## src/cssso_regs.svh

```systemverilog
`ifndef CSSSO_REGS_SVH
`define CSSSO_REGS_SVH
`define CSSSO_OP_PUSH_ACC   8'h48
`define CSSSO_OP_PUSH_ST    8'h08
`define CSSSO_OP_PULL_ACC   8'h68
`define CSSSO_OP_PULL_ST    8'h28
`define CSSSO_OP_ROL_A      8'h2a
`define CSSSO_OP_ROL_ZP     8'h26
`define CSSSO_OP_ROR_A      8'h6a
`define CSSSO_OP_ROR_ZP     8'h66
`define CSSSO_OP_NIB_ZP     8'h82
`define CSSSO_OP_IRQ_RET    8'h40
`define CSSSO_OP_SUB_RET    8'h60
`define CSSSO_OP_SBC_IMM    8'he9
`define CSSSO_OP_SBC_ZP     8'he5
`define CSSSO_OP_SET_C      8'h38
`define CSSSO_OP_SET_D      8'hf8
`define CSSSO_OP_SET_I      8'h78
`define CSSSO_OP_SET_T      8'h32
`define CSSSO_OP_SLOW       8'hc2
`define CSSSO_OP_HALT       8'h42
`define CSSSO_OP_STA_ZP     8'h85
`define CSSSO_OP_STX_ZP     8'h86
`define CSSSO_OP_STY_ZP     8'h84
`define CSSSO_OP_TAX        8'haa
`define CSSSO_OP_TAY        8'ha8
`define CSSSO_OP_TST_ZP     8'h64
`define CSSSO_OP_TSX        8'hba
`define CSSSO_OP_TXS        8'h9a
`define CSSSO_OP_TYA        8'h98
`define CSSSO_OP_TXA        8'h8a
`define CSSSO_SEB_A_LOW     5'h0b
`define CSSSO_SEB_ZP_LOW    5'h0f
`define CSSSO_SP_RESET      8'hff
`define CSSSO_PS_RESET      8'h04
`define CSSSO_STACK_PAGE    8'h01
`define CSSSO_T_EXTRA       4'h3
`define CSSSO_BIT_C         0
`define CSSSO_BIT_Z         1
`define CSSSO_BIT_I         2
`define CSSSO_BIT_D         3
`define CSSSO_BIT_T         5
`define CSSSO_BIT_V         6
`define CSSSO_BIT_N         7
`endif

```

## src/cssso_pkg.sv

```systemverilog
package cssso_pkg;
  typedef enum logic [3:0] {
    CSSSO_FETCH = 4'b0001,
    CSSSO_OPER  = 4'b0010,
    CSSSO_EXEC  = 4'b0100,
    CSSSO_HALT  = 4'b1000
  } cssso_state_e;
endpackage

```

## src/cssso_core.sv

```systemverilog
// Summary of operation
// - push accumulator, decrement stack, 3 cycles
// - push status, decrement stack, 3 cycles
// - increment stack, pull accumulator, 4 cycles
// - increment stack, pull status, 4 cycles
// - rotate left through carry, 2/5 cycles
// - rotate right through carry, 2/5 cycles
// - swap zero-page nibbles, no flags, 8 cycles
// - interrupt return pulls status, pc low, high
// - subroutine return pulls pc low, high
// - subtract with borrow into accumulator
// - index mode writes result to M(X), +3
// - set one selected bit of A or memory
// - set carry, decimal, interrupt disable flags
// - index mode on sets status bit five
// - slow clock detaches fast clock pin
// - oscillator halt stops the oscillator
// - store accumulator, no flags, 4 cycles
// - store index x or y, 4 cycles
// - accumulator to x or y, sets N Z
// - zero-page zero test sets N Z
// - stack pointer and x transfers
// - x or y to accumulator, sets N Z
`include "cssso_regs.svh"
module cssso_core
  import cssso_pkg::*;
(
  // clock and reset
  input  wire logic        sys_clk,
  input  wire logic        reset,
  // memory bus, one access per cycle, read data combinational
  output logic      [15:0] mem_addr,
  output logic      [7:0]  mem_wdata,
  output logic             mem_we,
  input  wire logic [7:0]  mem_rdata,
  // clock control and state
  output logic             fast_clock_output_pin_en,
  output logic             osc_run,
  output logic             instr_done,
  output logic      [7:0]  acc,
  output logic      [7:0]  index_x,
  output logic      [7:0]  index_y,
  output logic      [7:0]  stack_ptr,
  output logic      [7:0]  status,
  output logic      [15:0] prog_cnt
);
  cssso_state_e state;
  cssso_state_e next_state;
  logic [7:0]  opcode;
  logic [7:0]  next_opcode;
  logic [7:0]  oper;
  logic [7:0]  next_oper;
  logic [3:0]  cyc;
  logic [3:0]  next_cyc;
  logic [7:0]  next_acc;
  logic [7:0]  next_index_x;
  logic [7:0]  next_index_y;
  logic [7:0]  next_stack_ptr;
  logic [7:0]  next_status;
  logic [15:0] next_prog_cnt;
  logic        next_fast_en;
  logic        next_osc_run;
  logic [7:0]  alu_a;
  logic [7:0]  alu_m;
  logic [7:0]  alu_res;
  logic        alu_c;
  logic        alu_v;
  logic        alu_cv;
  logic [3:0]  total;
  logic        t_mode;
  logic        is_seb_a;
  logic        is_seb_zp;
  logic        zp_rmw;

  assign t_mode    = status[`CSSSO_BIT_T];
  assign is_seb_a  = (opcode[4:0] == `CSSSO_SEB_A_LOW);
  assign is_seb_zp = (opcode[4:0] == `CSSSO_SEB_ZP_LOW);
  assign zp_rmw    = (opcode == `CSSSO_OP_ROL_ZP) ||
                     (opcode == `CSSSO_OP_ROR_ZP) ||
                     (opcode == `CSSSO_OP_NIB_ZP) || is_seb_zp;

  cssso_alu u_alu (
    .op      (opcode),
    .a_in    (alu_a),
    .m_in    (alu_m),
    .c_in    (status[`CSSSO_BIT_C]),
    .res     (alu_res),
    .c_out   (alu_c),
    .v_out   (alu_v),
    .c_valid (alu_cv),
    .v_valid ()
  );

  // cycle totals per opcode, counting the fetch cycle
  always_comb begin
    case (opcode)
      `CSSSO_OP_PUSH_ACC, `CSSSO_OP_PUSH_ST: total = 4'd3;
      `CSSSO_OP_PULL_ACC, `CSSSO_OP_PULL_ST: total = 4'd4;
      `CSSSO_OP_ROL_ZP, `CSSSO_OP_ROR_ZP:    total = 4'd5;
      `CSSSO_OP_NIB_ZP:                      total = 4'd8;
      `CSSSO_OP_IRQ_RET, `CSSSO_OP_SUB_RET:  total = 4'd6;
      `CSSSO_OP_SBC_IMM:
        total = t_mode ? 4'd2 + `CSSSO_T_EXTRA : 4'd2;
      `CSSSO_OP_SBC_ZP:
        total = t_mode ? 4'd3 + `CSSSO_T_EXTRA : 4'd3;
      `CSSSO_OP_STA_ZP, `CSSSO_OP_STX_ZP,
      `CSSSO_OP_STY_ZP:                      total = 4'd4;
      `CSSSO_OP_TST_ZP:                      total = 4'd3;
      default: total = is_seb_zp ? 4'd5 : 4'd2;
    endcase
  end

  always_comb begin
    next_state     = state;
    next_opcode    = opcode;
    next_oper      = oper;
    next_cyc       = cyc;
    next_acc       = acc;
    next_index_x   = index_x;
    next_index_y   = index_y;
    next_stack_ptr = stack_ptr;
    next_status    = status;
    next_prog_cnt  = prog_cnt;
    next_fast_en   = fast_clock_output_pin_en;
    next_osc_run   = osc_run;
    mem_addr       = prog_cnt;
    mem_wdata      = 8'h00;
    mem_we         = 1'b0;
    instr_done     = 1'b0;
    alu_a          = acc;
    alu_m          = acc;
    case (state)
      CSSSO_FETCH: begin
        next_opcode   = mem_rdata;
        next_prog_cnt = prog_cnt + 16'h0001;
        next_cyc      = 4'd2;
        next_state    = CSSSO_OPER;
      end
      CSSSO_OPER: begin
        // cycle 2: operand fetch, idle for stack and return ops, or one-byte execute
        next_cyc   = cyc + 4'd1;
        next_state = CSSSO_EXEC;
        case (opcode)
          `CSSSO_OP_PUSH_ACC, `CSSSO_OP_PUSH_ST,
          `CSSSO_OP_PULL_ACC, `CSSSO_OP_PULL_ST,
          `CSSSO_OP_IRQ_RET, `CSSSO_OP_SUB_RET: ;
          `CSSSO_OP_ROL_ZP, `CSSSO_OP_ROR_ZP, `CSSSO_OP_NIB_ZP,
          `CSSSO_OP_SBC_IMM, `CSSSO_OP_SBC_ZP, `CSSSO_OP_STA_ZP,
          `CSSSO_OP_STX_ZP, `CSSSO_OP_STY_ZP, `CSSSO_OP_TST_ZP: begin
            next_oper     = mem_rdata;
            next_prog_cnt = prog_cnt + 16'h0001;
          end
          default: begin
            if (is_seb_zp) begin
              next_oper     = mem_rdata;
              next_prog_cnt = prog_cnt + 16'h0001;
            end
          end
        endcase
        if (cyc == total) begin
          next_state = CSSSO_FETCH;
          instr_done = 1'b1;
          case (opcode)
            `CSSSO_OP_ROL_A, `CSSSO_OP_ROR_A: begin
              next_acc = alu_res;
              next_status[`CSSSO_BIT_C] = alu_c;
              next_status[`CSSSO_BIT_N] = alu_res[7];
              next_status[`CSSSO_BIT_Z] = (alu_res == 8'h00);
            end
            `CSSSO_OP_SBC_IMM: begin
              alu_m    = mem_rdata;
              next_acc = alu_res;
              next_status[`CSSSO_BIT_C] = alu_c;
              next_status[`CSSSO_BIT_V] = alu_v;
              next_status[`CSSSO_BIT_N] = alu_res[7];
              next_status[`CSSSO_BIT_Z] = (alu_res == 8'h00);
            end
            `CSSSO_OP_SET_C: next_status[`CSSSO_BIT_C] = 1'b1;
            `CSSSO_OP_SET_D: next_status[`CSSSO_BIT_D] = 1'b1;
            `CSSSO_OP_SET_I: next_status[`CSSSO_BIT_I] = 1'b1;
            `CSSSO_OP_SET_T: next_status[`CSSSO_BIT_T] = 1'b1;
            `CSSSO_OP_SLOW:  next_fast_en = 1'b0;
            `CSSSO_OP_HALT: begin
              next_osc_run = 1'b0;
              next_state   = CSSSO_HALT;
            end
            `CSSSO_OP_TAX: begin
              next_index_x = acc;
              next_status[`CSSSO_BIT_N] = acc[7];
              next_status[`CSSSO_BIT_Z] = (acc == 8'h00);
            end
            `CSSSO_OP_TAY: begin
              next_index_y = acc;
              next_status[`CSSSO_BIT_N] = acc[7];
              next_status[`CSSSO_BIT_Z] = (acc == 8'h00);
            end
            `CSSSO_OP_TSX: next_index_x = stack_ptr;
            `CSSSO_OP_TXS: next_stack_ptr = index_x;
            `CSSSO_OP_TXA: begin
              next_acc = index_x;
              next_status[`CSSSO_BIT_N] = index_x[7];
              next_status[`CSSSO_BIT_Z] = (index_x == 8'h00);
            end
            `CSSSO_OP_TYA: begin
              next_acc = index_y;
              next_status[`CSSSO_BIT_N] = index_y[7];
              next_status[`CSSSO_BIT_Z] = (index_y == 8'h00);
            end
            default: begin
              // seb on accumulator; unknown opcodes act as 2-cycle no-ops
              if (is_seb_a)
                next_acc = alu_res;
            end
          endcase
        end
      end
      CSSSO_EXEC: begin
        next_cyc = cyc + 4'd1;
        if (cyc == total) begin
          next_state = CSSSO_FETCH;
          instr_done = 1'b1;
        end
        mem_addr = {8'h00, oper};
        case (opcode)
          `CSSSO_OP_PUSH_ACC, `CSSSO_OP_PUSH_ST: begin
            mem_addr  = {`CSSSO_STACK_PAGE, stack_ptr};
            mem_wdata = (opcode == `CSSSO_OP_PUSH_ACC) ? acc : status;
            mem_we    = 1'b1;
            next_stack_ptr = stack_ptr - 8'h01;
          end
          `CSSSO_OP_PULL_ACC, `CSSSO_OP_PULL_ST: begin
            mem_addr = {`CSSSO_STACK_PAGE, stack_ptr};
            if (cyc == 4'd3)
              next_stack_ptr = stack_ptr + 8'h01;
            else if (opcode == `CSSSO_OP_PULL_ACC) begin
              next_acc = mem_rdata;
              next_status[`CSSSO_BIT_N] = mem_rdata[7];
              next_status[`CSSSO_BIT_Z] = (mem_rdata == 8'h00);
            end else
              next_status = mem_rdata;
          end
          `CSSSO_OP_IRQ_RET, `CSSSO_OP_SUB_RET: begin
            // bump and read share a cycle so three pulls fit in six
            mem_addr = {`CSSSO_STACK_PAGE, stack_ptr + 8'h01};
            if (cyc >= ((opcode == `CSSSO_OP_IRQ_RET) ? 4'd4 : 4'd5))
              next_stack_ptr = stack_ptr + 8'h01;
            if (cyc == total)
              next_prog_cnt[15:8] = mem_rdata;
            else if (cyc == total - 4'd1)
              next_prog_cnt[7:0] = mem_rdata;
            else if (opcode == `CSSSO_OP_IRQ_RET && cyc == 4'd4)
              next_status = mem_rdata;
          end
          `CSSSO_OP_STA_ZP, `CSSSO_OP_STX_ZP, `CSSSO_OP_STY_ZP: begin
            if (cyc == total) begin
              mem_we    = 1'b1;
              mem_wdata = (opcode == `CSSSO_OP_STA_ZP) ? acc :
                          (opcode == `CSSSO_OP_STX_ZP) ? index_x : index_y;
            end
          end
          `CSSSO_OP_TST_ZP: begin
            next_status[`CSSSO_BIT_N] = mem_rdata[7];
            next_status[`CSSSO_BIT_Z] = (mem_rdata == 8'h00);
          end
          `CSSSO_OP_SBC_IMM, `CSSSO_OP_SBC_ZP: begin
            // index mode parks M in oper, then rewrites M(X) in place
            if (t_mode && opcode == `CSSSO_OP_SBC_ZP && cyc == 4'd3)
              next_oper = mem_rdata;
            if (cyc == total) begin
              alu_m = mem_rdata;
              if (t_mode) begin
                mem_addr  = {8'h00, index_x};
                alu_a     = mem_rdata;
                alu_m     = oper;
                mem_we    = 1'b1;
                mem_wdata = alu_res;
              end else
                next_acc = alu_res;
              next_status[`CSSSO_BIT_C] = alu_c;
              next_status[`CSSSO_BIT_V] = alu_v;
              next_status[`CSSSO_BIT_N] = alu_res[7];
              next_status[`CSSSO_BIT_Z] = (alu_res == 8'h00);
            end
          end
          default: begin
            // zero-page read-modify-write: read, modify, write last cycle
            if (zp_rmw && cyc == total) begin
              alu_m     = mem_rdata;
              mem_we    = 1'b1;
              mem_wdata = alu_res;
              if (alu_cv) begin
                next_status[`CSSSO_BIT_C] = alu_c;
                next_status[`CSSSO_BIT_N] = alu_res[7];
                next_status[`CSSSO_BIT_Z] = (alu_res == 8'h00);
              end
            end
          end
        endcase
      end
      CSSSO_HALT: next_state = CSSSO_HALT;
      default:    next_state = CSSSO_FETCH;
    endcase
  end

  always_ff @(posedge sys_clk) begin
    if (reset) begin
      state     <= CSSSO_FETCH;
      opcode    <= 8'h00;
      oper      <= 8'h00;
      cyc       <= 4'd1;
      acc       <= 8'h00;
      index_x   <= 8'h00;
      index_y   <= 8'h00;
      stack_ptr <= `CSSSO_SP_RESET;
      status    <= `CSSSO_PS_RESET;
      prog_cnt  <= 16'h0000;
      fast_clock_output_pin_en <= 1'b1;
      osc_run   <= 1'b1;
    end else begin
      state     <= next_state;
      opcode    <= next_opcode;
      oper      <= next_oper;
      cyc       <= next_cyc;
      acc       <= next_acc;
      index_x   <= next_index_x;
      index_y   <= next_index_y;
      stack_ptr <= next_stack_ptr;
      status    <= next_status;
      prog_cnt  <= next_prog_cnt;
      fast_clock_output_pin_en <= next_fast_en;
      osc_run   <= next_osc_run;
    end
  end
endmodule

```

## src/cssso_alu.sv

```systemverilog
`include "cssso_regs.svh"
module cssso_alu
  import cssso_pkg::*;
(
  // operation select
  input  wire logic [7:0] op,
  input  wire logic [7:0] a_in,
  input  wire logic [7:0] m_in,
  input  wire logic       c_in,
  // result
  output logic      [7:0] res,
  output logic            c_out,
  output logic            v_out,
  output logic            c_valid,
  output logic            v_valid
);
  logic [8:0] diff;
  always_comb begin
    diff    = {1'b0, a_in} - {1'b0, m_in} - {8'h00, ~c_in};
    res     = m_in;
    c_out   = c_in;
    v_out   = 1'b0;
    c_valid = 1'b0;
    v_valid = 1'b0;
    case (op)
      `CSSSO_OP_ROL_A, `CSSSO_OP_ROL_ZP: begin
        res     = {m_in[6:0], c_in};
        c_out   = m_in[7];
        c_valid = 1'b1;
      end
      `CSSSO_OP_ROR_A, `CSSSO_OP_ROR_ZP: begin
        res     = {c_in, m_in[7:1]};
        c_out   = m_in[0];
        c_valid = 1'b1;
      end
      `CSSSO_OP_NIB_ZP: res = {m_in[3:0], m_in[7:4]};
      `CSSSO_OP_SBC_IMM, `CSSSO_OP_SBC_ZP: begin
        res     = diff[7:0];
        c_out   = ~diff[8];
        v_out   = (a_in[7] ^ m_in[7]) & (a_in[7] ^ diff[7]);
        c_valid = 1'b1;
        v_valid = 1'b1;
      end
      default: res = m_in | (8'h01 << op[7:5]);
    endcase
  end
endmodule

```

## config.mk

```make
export PLATFORM = sky130hd
export DESIGN_NAME = cssso_core
export DESIGN_NICKNAME = d
export VERILOG_FILES = /design/src/cssso_pkg.sv /design/src/cssso_core.sv /design/src/cssso_alu.sv
export VERILOG_INCLUDE_DIRS = /design/src /design/src/src
export SDC_FILE = /design/constraint.sdc
export NUM_CORES = 1
export LEC_CHECK = 0
export BUFFER_PORTS_ARGS = -buffer_cell sky130_fd_sc_hd__buf_2
export CORE_MARGIN = 3
export CORE_UTILIZATION = 55
export CTS_BUF_LIST = sky130_fd_sc_hd__clkbuf_2 sky130_fd_sc_hd__clkbuf_4 sky130_fd_sc_hd__clkbuf_8
export CTS_CLUSTER_DIAMETER = 200
export CTS_CLUSTER_SIZE = 14
export DETAILED_ROUTE_END_ITERATION = 10
export PLACE_DENSITY_LB_ADDON = 0.1
export REMOVE_ABC_BUFFERS = 1
export SLEW_MARGIN = 40
export SYNTH_ARGS = -nofsm -noshare
export SYNTH_HDL_FRONTEND = slang
export SYNTH_SLANG_ARGS = --single-unit
```

## constraint.sdc

```tcl
create_clock -name sys_clk -period 12 [get_ports sys_clk]
set_input_delay 0.6 -clock sys_clk [delete_from_list [all_inputs] [get_ports sys_clk]]
set_output_delay 0.6 -clock sys_clk [all_outputs]
set_load 0.03 [all_outputs]
```

## After elaboration in Yosys (flattened, before gate mapping)

Index checks and enable logic that the tools add are counted.

- Shift operators: 1
- Multiply operators: 0
- $add $sub $neg: 7
- Mux-type cells: 102
- Divide/modulo/power cells: 0
- Reduce and logical (&&, ||, !) cells: 55
- Order comparisons: 1
- Equality and inequality tests: 82
- Bitwise gates (word level): 6

Operators with widths:

| kind | number |
|---|---|
| 8-bit two-way mux | 39 |
| 8-bit one-hot mux with 2 select lines | 8 |
| 8-bit == test, second input constant | 14 |
| 8-bit one-hot mux with 4 select lines | 3 |
| 8-bit by 7-bit == test with 1-bit output, second input constant | 9 |
| 16-bit two-way mux | 3 |
| 16-bit one-hot mux with 3 select lines | 1 |
| 8-bit by 6-bit == test with 1-bit output, second input constant | 5 |
| 8-bit zero test | 5 |
| 9-bit AND reduction | 4 |
| 16-bit one-hot mux with 2 select lines | 1 |
| 3-bit != test, second input constant | 10 |
| 2-bit != test, second input constant | 14 |
| 4-bit one-hot mux with 7 select lines | 1 |
| 9-bit one-hot mux with 3 select lines | 1 |
| 4-bit one-hot mux with 2 select lines | 3 |
| 8-bit one-hot mux with 3 select lines | 1 |
| 10-bit OR reduction | 2 |
| 2-bit OR reduction | 9 |
| 6-bit OR reduction | 3 |
| 1-bit two-way mux | 17 |
| 16-bit by 1-bit adder with 16-bit output, second input constant | 1 |
| 4-bit two-way mux | 4 |
| 1-bit one-hot mux with 4 select lines | 4 |
| other kinds (49) | 92 |

- Flip-flop bits (word level): 82
- Bits in latches: 0
- Bits in writable memories: 0
- ROM bits: 0
- Memories kept: 0
- Output and inout bits: 84

## Longest topological paths before layout

- Depth in word-level cells: 16
- Mapped depth: 28
- Depth with buffers taken out: 23

## Hierarchy

Synthesis repeated with hierarchy kept, for this count alone.

- Cell total of the unflattened synthesis: 1,046
- Area, all modules: 7,871.3 µm²

Modules (own cells, without submodules):

| module | cells each | area an instance (µm²) | times used |
|---|---|---|---|
| cssso_core | 904 | 6,829.0 | 1 |
| cssso_alu | 142 | 1,042.2 | 1 |

## Worst setup path before layout

Ideal clock, no wire load.

- Kind: register to output
- Start point: register opcode[3]
- End point: output mem_wdata[7]
- Cell stages (with the launch flop): 25
- Arrival: 5.450 ns
- Setup slack: 5.950 ns
- Buffers on the path: 5
- Required time: 11.400 ns
- Cells stage by stage: dfxtp_1 -> buf_2 -> nor2_2 -> and3_4 -> buf_6 -> or3_1 -> buf_2 -> nor3_2 -> o2bb2ai_4 -> xnor2_1 -> buf_2 -> buf_2 -> nand2_1 -> mux2_2 -> fa_1 -> ha_1 -> nand4_1 -> or3_1 -> o31a_1 -> a21oi_1 -> o21ai_0 -> nor3b_1 -> o31a_1 -> a222oi_1 -> nor2_1

- Word-level cells in the longest chain between the ends: 15
- Elaborated cells on any way between the ends: 58

Ends and longest elaborated chain:

| element | line | source |
|---|---|---|
| from (decl) | cssso_core.sv:49 | `logic [7:0] opcode;` |
| from (signal assigned) | cssso_core.sv:321 | `opcode <= next_opcode;` |
| 8-bit by 7-bit == test with 1-bit output, or another cell as far along | cssso_core.sv:96, cssso_core.sv:224 |  |
| 5-bit OR reduction (no line), or another cell as far along | -- |  |
| 4-bit one-hot mux with 7 select lines / 1-bit logical OR (equally long branches) | cssso_core.sv:96, cssso_core.sv:78 |  |
| 4-bit == test / 1-bit logical OR (equally long branches) | -- |  |
| 1-bit logical AND | cssso_core.sv:287 | `if (zp_rmw && cyc == total) begin` |
| 8-bit two-way mux | cssso_core.sv:287 |  |
| 8-bit one-hot mux with 2 select lines | cssso_core.sv:224 | `case (opcode)` |
| 8-bit one-hot mux with 2 select lines | cssso_core.sv:132 | `case (state)` |
| 8-bit by 8-bit subtractor with 9-bit output | cssso_alu.sv:19 | `diff = {1'b0, a_in} - {1'b0, m_in} - {8'h00, ~c_in};` |
| 9-bit by 1-bit subtractor with 9-bit output | cssso_alu.sv:19 |  |
| 8-bit one-hot mux with 4 select lines | cssso_alu.sv:25 | `case (op)` |
| 8-bit two-way mux | cssso_core.sv:271 | `if (t_mode) begin` |
| 8-bit two-way mux | cssso_core.sv:269 | `if (cyc == total) begin` |
| 8-bit one-hot mux with 4 select lines (*) | cssso_core.sv:224 |  |
| 8-bit two-way mux (*) | cssso_core.sv:132 |  |
| to (decl) | cssso_core.sv:33 | `output logic [7:0] mem_wdata,` |

Mark *: on every way between the ends. The rest lies on a longest branch, timed or not.

## Final worst setup path

- Start point: register opcode[7]
- End point: output mem_wdata[7]

- Word-level cells in the longest chain between the ends: 15
- Elaborated cells on any way between the ends: 57

Ends and longest elaborated chain:

| element | line |
|---|---|
| 8-bit by 7-bit == test with 1-bit output, or another cell as far along | cssso_core.sv:96, cssso_core.sv:224 |
| 5-bit OR reduction (no line), or another cell as far along | -- |
| 4-bit one-hot mux with 7 select lines / 1-bit logical OR (equally long branches) | cssso_core.sv:96, cssso_core.sv:78 |
| 4-bit == test / 1-bit logical OR (equally long branches) | -- |
| 1-bit logical AND | cssso_core.sv:287 |
| 8-bit two-way mux | cssso_core.sv:287 |
| 8-bit one-hot mux with 2 select lines | cssso_core.sv:224 |
| 8-bit one-hot mux with 2 select lines | cssso_core.sv:132 |
| 8-bit by 8-bit subtractor with 9-bit output | cssso_alu.sv:19 |
| 9-bit by 1-bit subtractor with 9-bit output | cssso_alu.sv:19 |
| 8-bit one-hot mux with 4 select lines | cssso_alu.sv:25 |
| 8-bit two-way mux | cssso_core.sv:271 |
| 8-bit two-way mux | cssso_core.sv:269 |
| 8-bit one-hot mux with 4 select lines (*) | cssso_core.sv:224 |
| 8-bit two-way mux (*) | cssso_core.sv:132 |

Marked as above.

==> results.toml <==
[clock_network]
cts_tree = "yes"
clock-sinks = 82
worst_skew_pair.late_latency_ns = 0.41
numCtsBuffers = 9
post-cts-setup-buffers = 0
cts.hold.buffers_added = 0
htreeDepth = 3
cts_root_buf = "clkbuf_8"
cts.path.max_buffers = 2
cts_resized = 0
clk_pin_slew_ns = 0.09

[critical_path]
cp.arrival_ns = 7.30
critPathCaptureType = "primary output"
crit_end = "mem_wdata[7]"
r2r_slack_ns = 4.97
timing.rr.start = "opcode[7]"
ff2ff_path_depth = 20
crit_fanout = 23
timing.rr.end = "status[1]"
startpoint_type = "flip-flop"
critPathLaunch = "opcode[7]"
crit_type = "reg2out"
cp.required_ns = 11.40

[outcome]
outcome = "finished clean"

[finish]
post-route-util = 0.616
final_cells = 1284
register_area_mm2 = 0.00164
drive_gt1_frac = 0.160
num_antenna_cells = 0
multi_input_area_mm2 = 0.00556
nets = 1134
area_growth_pct = 8.11
fill_cells = 1342

[timing]
period_minus_slack_ns = 7.90
worst_slew_pin_slew_ns = 0.898
fmax_ghz = 0.127
finalHoldViolations = 0
tns_ns = 0
rsz0062_at_grt = "no"
period_share = 0.658
finClkSkew_ns = 0.0245
hold_slack_ns = 0.456
finalSetupViolations = 0
slew_violations = 0
timing.slew.headroom = 0.397

[grt]
grt_pass1_vias = 7875
grt_max_degree = 85
antenna_found_initial = 0
grt_pass1_wl_um = 47100
gr-total-overflow = 0
grtUsageTotal = 0.404

[placement]
gp_congestion = 1.08
dp_cells = 1268
port-buffer-count = 93
dpl.hpwl_um = 21900

[floorplanning]
die_h_um = 124
core_mm2 = 0.0135
die-area_mm2 = 0.0154
start_util = 0.570
die_x_um = 124
num_rows = 42
ios = 94

[synthesis]
synth_xor_area_frac = 0.0170
async_flop_share = 0
muxShareOfSynthArea = 0.0726
synth-simple-area-share = 0.300
synth_common_cells = "nor2_1, nand2_1, dfxtp_1, a21oi_1, clkbuf_1"
synth_most_common_cell = "nor2_1"
synth_area_leaders = "dfxtp_1, nor2_1, mux2i_1"
synth.distinct_cells = 93
syn_area_mm2 = 0.00767
synth_area_leader_cell = "dfxtp_1"
yosys_most_used_dff = "dfxtp_1"
synth_top_family_by_area = "simple AND/OR/NAND/NOR gates"
synthAdderAreaFrac = 0.0362
synth_compound_area_frac = 0.292
synth_warnings = 0
syn_inst = 1080
synth-edff-count = 0
synth_top_area_share = 0.214
avgSynthCellArea_um2 = 7.10
ys_seq_elements = 82
ys_seq_area_frac = 0.214

[routing]
ant_nets = 0
drc = 0
vias_per_cell = 7.07
drt_wl_total_um = 31200
drt-pass1-iter-count = 6
avgRoutedWirePerCell_um = 24.3
drt_iter0_drc = 1530
num_vias = 9075

[power]
ir_worst_vdd_mv = 0.137
power_density_mw_per_mm2 = 105
fin_total_pwr_mw = 0.867
power_leakage_nw = 3.42

[hold_path]
min_from = "osc_run"
min-delay-path-class = "reg2reg"

[run]
drv_cap = 0
-- per-stage QoR --
step | cell area [µm²] | worst slack [ns]
6_report | 8290 | 4.10
3_5_place_dp | 8090 | 4.72
2_1_floorplan | 7280 | 4.44
3_3_place_gp | 8060 | 4.56
5_1_grt | 8290 | 3.61
4_1_cts | 8270 | 4.25
-- power by group --
part | internal (mW) | total (mW) | leakage [nW] | switching, mW
logic | 0.110 | 0.339 | 2.67 | 0.230
clock network | 0.0787 | 0.209 | 0.0894 | 0.130
registers | 0.286 | 0.318 | 0.665 | 0.0324
-- layer usage --
metal  GRT usage  part of all wire
met2       0.563              0.41
met4       0.193             0.051
met1       0.574              0.41
met5           0                 0
met3       0.104              0.13
-- worst max-delay path, stage by stage, from the launching register on --
cell	delay, ns
dfxtp_1	0.82
or4b_4	0.59
nor3_4	0.60
or3_1	0.22
a211oi_2	0.04
a211oi_2	0.71
nor3_1	0.16
nand2_1	0.37
mux2_2	0.40
fa_1	0.44
ha_1	0.32
nand4_1	0.10
or3_1	0.33
o31a_1	0.27
a21oi_1	0.26
o21ai_0	0.13
nor3b_1	0.15
o31a_1	0.39
a222oi_1	0.32
nor2_1	0.06
buf_2	0.21
-- final cells by class --
type                       count  share of cell area
tap                          176              0.0266
inverter                      33              0.0149
clock buffer                   9              0.0149
sequential                    82               0.198
multi-input combinational    872               0.670
timing repair buffer         105              0.0675
clock inverter                 7             0.00754
-- worst min-delay path by stage --
stage | endpoint | cells after the start
finish | osc_run | 1
global route | fast_clock_output_pin_en | 1
CTS | fast_clock_output_pin_en | 1
detailed placement | fast_clock_output_pin_en | 1
global placement | fast_clock_output_pin_en | 1
floorplan | oper[5] | 2
-- cells by family after synthesis --
family	Yosys count
compound gates	322
xor+xnor	14
fa+ha+maj	21
buf+inv	126
flops	82
mux	54
simple gates	461
-- state kept, by name (all words and copies together) (netlist names), 4 cells and up --
register and count:
oper 8, cyc 4, prog_cnt 16, status 8, state 4, stack_ptr 8
index_y 8, index_x 8, acc 8, opcode 8
-- cell usage in the layout (no fill, tap or decap), types with 6 or more instances in the layout --
cell type	netlist	final
nor2_1	147	145
nand2_1	107	106
buf_2	14	93
dfxtp_1	82	81
a21oi_1	79	76
o21ai_0	56	54
nand3_1	45	45
mux2i_1	41	41
inv_1	33	33
nor3_1	25	24
a211oi_1	22	22
ha_1	19	19
nand2b_1	17	17
and3_1	15	15
a22oi_1	15	15
a31oi_1	14	14
and2_1	13	13
mux2_2	13	13
or3_1	12	12
a221oi_1	12	12
xnor2_1	12	11
buf_4	3	11
nor4_1	10	10
a222oi_1	9	9
a211o_1	9	9
nand4_1	9	9
clkbuf_8	0	9
a21o_1	8	8
o22ai_1	8	8
a221o_1	8	8
nor2b_1	7	7
o21bai_1	7	7
a311oi_1	7	7
a22o_1	7	7
nor3_2	5	6
nand3b_1	6	6
o21ai_1	4	6
(Power assumes the default switching activity.)
